File: src/pcr_pkg.sv
// Constants shared by the configuration header register bank
package pcr_pkg;

   localparam int          PCR_ADDR_W    = 9;

   // Byte offsets within the controller's register window
   localparam logic [8:0]  PCR_OFS_ID    = 9'h100;
   localparam logic [8:0]  PCR_OFS_PART  = 9'h102;
   localparam logic [8:0]  PCR_OFS_CMD   = 9'h104;
   localparam logic [8:0]  PCR_OFS_STS   = 9'h106;

   // Command word bit positions
   localparam int          PCR_CMD_IO    = 0;
   localparam int          PCR_CMD_MEM   = 1;
   localparam int          PCR_CMD_BM    = 2;
   localparam int          PCR_CMD_PER   = 6;
   localparam int          PCR_CMD_SERR  = 8;
   localparam logic [15:0] PCR_CMD_WMASK = 16'h0147;
   localparam logic [15:0] PCR_CMD_RST   = 16'h0000;

   // Status word bit positions, counted within the 16-bit status half
   localparam int          PCR_STS_DPR   = 8;
   localparam int          PCR_STS_STA   = 11;
   localparam int          PCR_STS_RTA   = 12;
   localparam int          PCR_STS_RMA   = 13;
   localparam int          PCR_STS_SSE   = 14;
   localparam int          PCR_STS_DPE   = 15;
   localparam logic [15:0] PCR_STS_FLAGS = 16'hF900;
   localparam logic [15:0] PCR_STS_CONST = 16'h0280;
   localparam logic [15:0] PCR_STS_HARD  = 16'h06FF;

   // Least CPU clocks between a register change and a bus access
   localparam int          PCR_SETTLE_CLKS = 2;

endpackage : pcr_pkg

File: src/pcr_regs.sv
// Host-bridge configuration header registers: identifiers, command, status
`timescale 1ns/10ps
module pcr_regs
   import pcr_pkg::*;
#(
   // Arbitrary identity values, not those of any real part
   parameter logic [15:0] MAKER_ID = 16'hA5C3,
   parameter logic [15:0] PART_ID  = 16'h0042
)
(
   input  wire logic              clk,
   input  wire logic              rst,
   input  wire logic              cpu_sel,
   input  wire logic              cpu_wr,
   input  wire logic [8:0]        cpu_addr,
   input  wire logic [3:0]        cpu_be,
   input  wire logic [31:0]       cpu_wdata,
   output logic                   cpu_ack,
   output logic [31:0]            cpu_rdata,
   input  wire logic              ev_sig_target_abort,
   input  wire logic              ev_rcv_target_abort,
   input  wire logic              ev_rcv_master_abort,
   input  wire logic              ev_parity_error,
   input  wire logic              ev_data_parity,
   input  wire logic              perr_req,
   input  wire logic              serr_req,
   input  wire logic              mem_access_req,
   input  wire logic              master_req,
   output logic                   io_space_enable,
   output logic                   memory_space_enable,
   output logic                   bus_master_enable,
   output logic                   parity_check_enable,
   output logic                   system_error_drive_enable,
   output logic                   perr_drive,
   output logic                   serr_drive,
   output logic                   mem_respond,
   output logic                   master_go,
   output logic                   pci_access_ok
);

   typedef struct packed
   {
      logic        ack;
      logic [31:0] rdata;
      logic [15:0] cmd;
      logic [15:0] sts;
      logic        perr;
      logic        serr;
      logic        mem;
      logic        mst;
   } pcr_state_t;

   localparam pcr_state_t S_RST = '{
      ack:   1'b0,
      rdata: 32'h0000_0000,
      cmd:   PCR_CMD_RST,
      sts:   PCR_STS_CONST,
      perr:  1'b0,
      serr:  1'b0,
      mem:   1'b0,
      mst:   1'b0
   };

   pcr_state_t s_q;
   pcr_state_t s_d;

   logic        hit_id;
   logic        hit_cs;
   logic        wr_cs;
   logic [15:0] cmd_m;
   logic [15:0] sts_clr;
   logic [15:0] sts_set;

   // Word match on the aligned 32-bit word holding a printed offset
   function automatic logic word_hit(input logic [8:0] a, input logic [8:0] ofs);
      return a[8:2] == ofs[8:2];
   endfunction : word_hit

   // Two byte enables widened to a 16-bit lane mask
   function automatic logic [15:0] lane_mask(input logic [1:0] be);
      return {{8{be[1]}}, {8{be[0]}}};
   endfunction : lane_mask

   assign hit_id = word_hit(cpu_addr, PCR_OFS_ID);
   assign hit_cs = word_hit(cpu_addr, PCR_OFS_CMD);
   assign wr_cs  = cpu_sel && cpu_wr && hit_cs;

   // Only writable command bits pass; hardwired bits never move
   assign cmd_m  = lane_mask(cpu_be[1:0]) & PCR_CMD_WMASK;

   // Clear mask limited to flag bits; constants are out of reach
   assign sts_clr = wr_cs ? (cpu_wdata[31:16] & lane_mask(cpu_be[3:2]) & PCR_STS_FLAGS)
                          : 16'h0000;

   always_comb
   begin
      sts_set = 16'h0000;
      sts_set[PCR_STS_STA] = ev_sig_target_abort;
      sts_set[PCR_STS_RTA] = ev_rcv_target_abort;
      sts_set[PCR_STS_RMA] = ev_rcv_master_abort;
      sts_set[PCR_STS_SSE] = serr_req && s_q.cmd[PCR_CMD_SERR];
      sts_set[PCR_STS_DPE] = ev_parity_error;
      sts_set[PCR_STS_DPR] = ev_data_parity && s_q.cmd[PCR_CMD_PER];
   end

   always_comb
   begin
      s_d       = s_q;
      s_d.ack   = cpu_sel;
      s_d.rdata = 32'h0000_0000;
      if (cpu_sel && !cpu_wr)
      begin
         if (hit_id)
         begin
            s_d.rdata = {PART_ID, MAKER_ID};
         end
         else if (hit_cs)
         begin
            // Hardwired status fields are forced, not stored
            s_d.rdata = {(s_q.sts & ~PCR_STS_HARD) | PCR_STS_CONST,
                         s_q.cmd & PCR_CMD_WMASK};
         end
         else
         begin
            s_d.rdata = 32'h0000_0000;
         end
      end
      if (wr_cs)
      begin
         s_d.cmd = (s_q.cmd & ~cmd_m) | (cpu_wdata[15:0] & cmd_m);
      end
      // A set in the same cycle as its clear wins
      s_d.sts  = (s_q.sts & ~sts_clr) | sts_set;
      s_d.perr = perr_req && s_q.cmd[PCR_CMD_PER];
      s_d.serr = serr_req && s_q.cmd[PCR_CMD_SERR];
      // Special cycles carry no request here, so they reach nothing
      s_d.mem  = mem_access_req && s_q.cmd[PCR_CMD_MEM];
      s_d.mst  = master_req && s_q.cmd[PCR_CMD_BM];
   end

   always_ff @(posedge clk or posedge rst)
   begin
      if (rst)
      begin
         s_q <= S_RST;
      end
      else
      begin
         s_q <= s_d;
      end
   end

   // Hold-off after any CPU write to the command/status word
   pcr_settle #(
      .CLKS (PCR_SETTLE_CLKS)
   ) u_settle (
      .clk   (clk),
      .rst   (rst),
      .kick  (wr_cs),
      .ready (pci_access_ok)
   );

   assign cpu_ack                   = s_q.ack;
   assign cpu_rdata                 = s_q.rdata;
   assign io_space_enable           = s_q.cmd[PCR_CMD_IO];
   assign memory_space_enable       = s_q.cmd[PCR_CMD_MEM];
   assign bus_master_enable         = s_q.cmd[PCR_CMD_BM];
   assign parity_check_enable       = s_q.cmd[PCR_CMD_PER];
   assign system_error_drive_enable = s_q.cmd[PCR_CMD_SERR];
   assign perr_drive                = s_q.perr;
   assign serr_drive                = s_q.serr;
   assign mem_respond               = s_q.mem;
   assign master_go                 = s_q.mst;

   chk_flag_clear:
   assert property (@(posedge clk) disable iff (rst)
      (wr_cs && cpu_be[3] && cpu_wdata[31] && !ev_parity_error)
      |=> !s_q.sts[PCR_STS_DPE])
   else $error("parity flag not cleared by write of one");

   chk_flag_keep:
   assert property (@(posedge clk) disable iff (rst)
      (s_q.sts[PCR_STS_STA] && !(wr_cs && cpu_be[3] && cpu_wdata[27]))
      |=> s_q.sts[PCR_STS_STA])
   else $error("signaled abort flag lost without a clear");

   chk_maker_code:
   assert property (@(posedge clk) disable iff (rst)
      (cpu_sel && !cpu_wr && hit_id) |=> (cpu_ack && cpu_rdata[15:0] == MAKER_ID))
   else $error("maker identifier read wrong");

   chk_part_code:
   assert property (@(posedge clk) disable iff (rst)
      (cpu_sel && !cpu_wr && hit_id) |=> (cpu_rdata[31:16] == PART_ID))
   else $error("part identifier read wrong");

   chk_io_write:
   assert property (@(posedge clk) disable iff (rst)
      (wr_cs && cpu_be[0]) |=> (io_space_enable == $past(cpu_wdata[0])))
   else $error("io space enable did not take write");

   chk_mem_gate:
   assert property (@(posedge clk) disable iff (rst)
      mem_respond |-> $past(mem_access_req && memory_space_enable))
   else $error("memory response while disabled");

   chk_mem_follow:
   assert property (@(posedge clk) disable iff (rst)
      (mem_access_req && memory_space_enable) |=> mem_respond)
   else $error("enabled memory access got no response");

   chk_master_gate:
   assert property (@(posedge clk) disable iff (rst)
      master_go |-> $past(master_req && bus_master_enable))
   else $error("master access while disabled");

   chk_master_follow:
   assert property (@(posedge clk) disable iff (rst)
      (master_req && bus_master_enable) |=> master_go)
   else $error("enabled master request not passed on");

   chk_cmd_consts:
   assert property (@(posedge clk) disable iff (rst)
      (cpu_sel && !cpu_wr && hit_cs)
      |=> ((cpu_rdata[15:0] & ~PCR_CMD_WMASK) == 16'h0000))
   else $error("hardwired command bit read nonzero");

   chk_perr_gate:
   assert property (@(posedge clk) disable iff (rst)
      perr_req ##1 1'b1 |-> (perr_drive == $past(parity_check_enable)))
   else $error("parity line not gated by enable");

   chk_dpr_gate:
   assert property (@(posedge clk) disable iff (rst)
      (ev_data_parity && parity_check_enable) |=> s_q.sts[PCR_STS_DPR])
   else $error("reported parity flag not set while enabled");

   chk_dpr_off:
   assert property (@(posedge clk) disable iff (rst)
      (ev_data_parity && !parity_check_enable && !s_q.sts[PCR_STS_DPR])
      |=> !s_q.sts[PCR_STS_DPR])
   else $error("reported parity flag set while disabled");

   chk_dpr_clear:
   assert property (@(posedge clk) disable iff (rst)
      (wr_cs && cpu_be[3] && cpu_wdata[24] && !ev_data_parity)
      |=> !s_q.sts[PCR_STS_DPR])
   else $error("reported parity flag not cleared by write of one");

   chk_serr_gate:
   assert property (@(posedge clk) disable iff (rst)
      serr_drive |-> $past(system_error_drive_enable))
   else $error("system error line driven while disabled");

   chk_serr_follow:
   assert property (@(posedge clk) disable iff (rst)
      (serr_req && system_error_drive_enable) |=> serr_drive)
   else $error("enabled system error request not driven");

   chk_sts_consts:
   assert property (@(posedge clk) disable iff (rst)
      (cpu_sel && !cpu_wr && hit_cs)
      |=> ((cpu_rdata[31:16] & PCR_STS_HARD) == PCR_STS_CONST))
   else $error("hardwired status field read wrong");

   chk_sta_set:
   assert property (@(posedge clk) disable iff (rst)
      ev_sig_target_abort |=> s_q.sts[PCR_STS_STA])
   else $error("signaled abort flag not set by event");

   chk_rta_set:
   assert property (@(posedge clk) disable iff (rst)
      ev_rcv_target_abort |=> s_q.sts[PCR_STS_RTA])
   else $error("received target abort flag not set");

   chk_rma_set:
   assert property (@(posedge clk) disable iff (rst)
      ev_rcv_master_abort |=> s_q.sts[PCR_STS_RMA])
   else $error("received master abort flag not set");

   chk_rma_keep:
   assert property (@(posedge clk) disable iff (rst)
      (s_q.sts[PCR_STS_RMA] && !(wr_cs && cpu_be[3] && cpu_wdata[29]))
      |=> s_q.sts[PCR_STS_RMA])
   else $error("master abort flag lost without a clear");

   // Software may only drop flags; every rising bit needs a hardware event
   chk_flag_origin:
   assert property (@(posedge clk) disable iff (rst)
      ((s_q.sts & ~$past(s_q.sts) & ~$past(sts_set)) == 16'h0000))
   else $error("status flag rose without a hardware event");

   chk_sse_set:
   assert property (@(posedge clk) disable iff (rst)
      (serr_req && system_error_drive_enable) |=> s_q.sts[PCR_STS_SSE])
   else $error("system error flag not set");

   chk_sse_off:
   assert property (@(posedge clk) disable iff (rst)
      (serr_req && !system_error_drive_enable && !s_q.sts[PCR_STS_SSE])
      |=> !s_q.sts[PCR_STS_SSE])
   else $error("system error flag set while drive disabled");

   chk_dpe_set:
   assert property (@(posedge clk) disable iff (rst)
      ev_parity_error |=> s_q.sts[PCR_STS_DPE])
   else $error("parity detected flag not set");

   chk_settle_hold:
   assert property (@(posedge clk) disable iff (rst)
      wr_cs |=> (!pci_access_ok) [*2])
   else $error("access allowed too soon after change");

   chk_settle_free:
   assert property (@(posedge clk) disable iff (rst)
      (!wr_cs) [*2] |=> pci_access_ok)
   else $error("access held off without a recent change");

   chk_ro_write:
   assert property (@(posedge clk) disable iff (rst)
      (cpu_sel && cpu_wr && !hit_cs) |=> $stable(s_q.cmd))
   else $error("write elsewhere changed command word");

endmodule : pcr_regs

File: src/pcr_settle.sv
// Hold-off timer that marks bus access unsafe just after a register change
`timescale 1ns/10ps
module pcr_settle
   import pcr_pkg::*;
#(
   parameter int CLKS = PCR_SETTLE_CLKS
)
(
   input  wire logic clk,
   input  wire logic rst,
   input  wire logic kick,
   output logic      ready
);

   typedef struct packed
   {
      logic [3:0] cnt;
      logic       rdy;
   } pcr_settle_t;

   localparam logic [3:0] LOAD = 4'(CLKS);

   pcr_settle_t s_q;
   pcr_settle_t s_d;

   always_comb
   begin
      s_d = s_q;
      if (kick)
      begin
         s_d.cnt = LOAD;
      end
      else if (s_q.cnt != 4'h0)
      begin
         s_d.cnt = s_q.cnt - 4'h1;
      end
      s_d.rdy = (s_d.cnt == 4'h0);
   end

   always_ff @(posedge clk or posedge rst)
   begin
      if (rst)
      begin
         s_q <= '{cnt: 4'h0, rdy: 1'b1};
      end
      else
      begin
         s_q <= s_d;
      end
   end

   assign ready = s_q.rdy;

endmodule : pcr_settle

File: config.mk
export PLATFORM = sky130hd
export DESIGN_NAME = pcr_regs
export DESIGN_NICKNAME = d
export VERILOG_FILES = /design/src/pcr_pkg.sv /design/src/pcr_regs.sv /design/src/pcr_settle.sv
export SDC_FILE = /design/constraint.sdc
export NUM_CORES = 1
export LEC_CHECK = 0
export BUFFER_PORTS_ARGS = -buffer_cell sky130_fd_sc_hd__buf_2
export CORE_MARGIN = 2
export CORE_UTILIZATION = 30
export CTS_BUF_LIST = sky130_fd_sc_hd__clkbuf_8
export DETAILED_ROUTE_END_ITERATION = 10
export PLACE_DENSITY_LB_ADDON = 0.12
export SETUP_SLACK_MARGIN = 0.15
export SLEW_MARGIN = 10
export SYNTH_ARGS = -nofsm -noshare
export SYNTH_HDL_FRONTEND = slang
export SYNTH_SLANG_ARGS = --single-unit
File: constraint.sdc
create_clock -name clk -period 2 [get_ports clk]
set_input_delay 0.3 -clock clk [delete_from_list [all_inputs] [get_ports clk]]
set_output_delay 0.3 -clock clk [all_outputs]
set_load 0.05 [all_outputs]
==> summary.md <==
| Metric | Value |
|---|---|
| Status | complete, no violations |
| CP required | 2180 ps |
| Tot GR Track Use | 10.6% |
| Synth Cell Area | 0.00165 sq mm |
| Filler cells | 556 |
| First-pass GRT wire length | 4.99 mm |
| Core Footprint | 0.00520 sq mm |
| Hold Buf Count CTS | 0 |
| Worst Path Buf+Inv | 1 |
| Main synth FF type | dfrtp_1 |
| Most frequent cells in the layout | buf_2, dfrtp_1, conb_1 |
| WP depth | 5 |
| RSZ-0062 raised after global routing | false |
| DRC Markers | 0 |
| Power Density | 882 mW/mm^2 |
| Clock tree buffer depth | 2 |
| Commonest non-fill, non-tap cell in the layout | buf_2 |
| Post-synth EDFFs | 0 |
| Critical Path Start Type | flop |
| Seq/Total Area, Yosys | 51.7% |
| Worst EP arrival | 1830 ps |
| Setup_tns | 0 ps |
| Via density | 4.19 |
| Final wirelength | 3.15 mm |
| Core Util, Final | 37.7% |
| Max-cap violations | 0 |
| Tot Pwr | 1.73 mW |
| CP Capture Type | flop |
| IO Count | 101 |
| Min-Delay Path Class | input port to asynchronous set/reset pin |
| Yosys top cell area share | 50.2% |
| Worst path cell trace | inv_1 -> ha_1 -> nor3b_2 -> mux2i_1 -> a2111oi_2 |
| Setup Skew | 7.92 ps |
| Slowest CP cell | dfrtp_1 |
| Max rail drop VDD | 473 uV |
| Nets | 249 |
| DR pass1 iterations | 4 |
| Min Tclk post-route | 1650 ps |
| Final setup viols | 0 |
| Initial Utilization | 31.6% |
| Post-CTS setup buffers | 0 |
| CP max FO | 6 |
| Worst hold slack | 39.0 ps |
| Leakage | 1.08 nW |
| Vias in the first global route | 1087 |
| Avg WL per Cell | 12.1 um |
| Reg2reg setup slack | 350 ps |
| Row count | 26 |
| Clock buffer count from CTS | 5 |
| CTS resizes | 1 |
| Largest net degree at the start of global routing | 18 |
| Cells after synthesis | 139 |
| Die area | 0.00610 sq mm |
| Yosys reg bits | 34 |
| DP Cell Count | 253 |
| H-tree levels | 2 |
| Clk sink count | 34 |
| CTS clk-pin slew, worst paths | 70 ps |
| Die width | 78.1 um |
| Routability Congestion | 0.751 |
| Grt total ovfl | 0 |
| Count of different cell masters after synthesis | 30 |
| Syn Area/Cell | 11.8 sq um |
| HPWL Detailed | 2.50 mm |
| Antenna Cells | 0 |
| Initial DRC count | 66 |
| Area grow syn2layout | 19.1% |
| Period utilisation layout | 82.4% |
| Worst r2r src | u_settle.s_q[1] |
| Total number of vias | 1094 |
| # port buffers | 63 |
| Max Slew Vio Count | 0 |
| R2R Path End | u_settle.ready |
| Ys async rst share | 100% |
| Initial antenna violation count | 0 |
| Root Driver | clkbuf_8 |
| Routed Antenna Nets | 0 |
| Ys Warns | 0 |
| Post-route insts no fill | 261 |
| CTS tree | yes |
| Clk_lat worst skew | 280 ps |
| Synth area leaders | dfrtp_1, buf_4, mux2_2 |
| Worst Path Class, Setup | flop to flop |
| Fmax | 607 MHz |
| CP delay by family, top | flip-flops |
| Post-synth top area cell | dfrtp_1 |
| Die height | 78.1 um |
| FF-to-FF path depth | 5 |
| Final hold viol count | 0 |
| Slowest cell delay on critical path | 420 ps |
| Layout cell share with drive strength beyond 1 | 51.3% |
[metal layers]
metal  track usage, %  wire, um  up-vias
met4             4.21        49        0
met3             4.25       235        6
met5                0         0        -
li1                 -         -      524
met1             12.4      1310      520
met2             17.5      1550       44
[stage by stage]
step,instance area [sq um],worst slack [ps]
after floorplan,1690,340
after global routing,1960,169
after CTS,1950,231
after detailed placement,1860,129
after global placement,1860,153
final,1960,352
[layout make-up]
class / instances / area [sq um] / area share [%]
clock inverter: 2 / 8.76 / 0.447
timing repair buffer: 67 / 345 / 17.6
multi-input combinational: 79 / 573 / 29.2
inverter: 3 / 11.3 / 0.574
sequential: 34 / 852 / 43.5
clock buffer: 6 / 82.6 / 4.21
tap: 70 / 87.6 / 4.47
[synth_stat cells (2+ instances only)]
library cell / instances
a21o_2: 4
a21oi_1: 3
and2_1: 4
and2_2: 7
buf_4: 32
buf_6: 2
dfrtp_1: 33
inv_1: 3
mux2_2: 5
mux2i_1: 2
nand2_1: 4
nand2b_1: 6
nand3_1: 6
nand3b_1: 2
nor2_1: 2
nor3_1: 2
nor3_4: 2
nor3b_1: 2
o31ai_1: 6
xnor2_1: 2
[kinds of logic after synthesis]
family	synth area share, %
flops	51.7
mux	4.64
other cells	0.228
xor+xnor	1.06
simple gates	17.5
buf+inv	16.9
fa+ha+maj	0.760
compound gates	7.22
[power breakdown]
group,internal (mW),switching [mW]
clock network,0.272,0.224
logic,0.173,0.246
registers,0.754,0.0595
[worst max path at each step]
stage,start,end
global placement,cpu_addr[3],flop
global route,u_settle.s_q[1],u_settle.ready
CTS,u_settle.s_q[1],u_settle.ready
floorplan,cpu_addr[3],flop
finish,u_settle.s_q[1],u_settle.ready
detailed placement,cpu_addr[3],flop
[tightest hold or removal path: cells and delay by family]
family	cells	cell delay (ps)
buf+inv	3	380
Power figures use the tool's default switching activity.
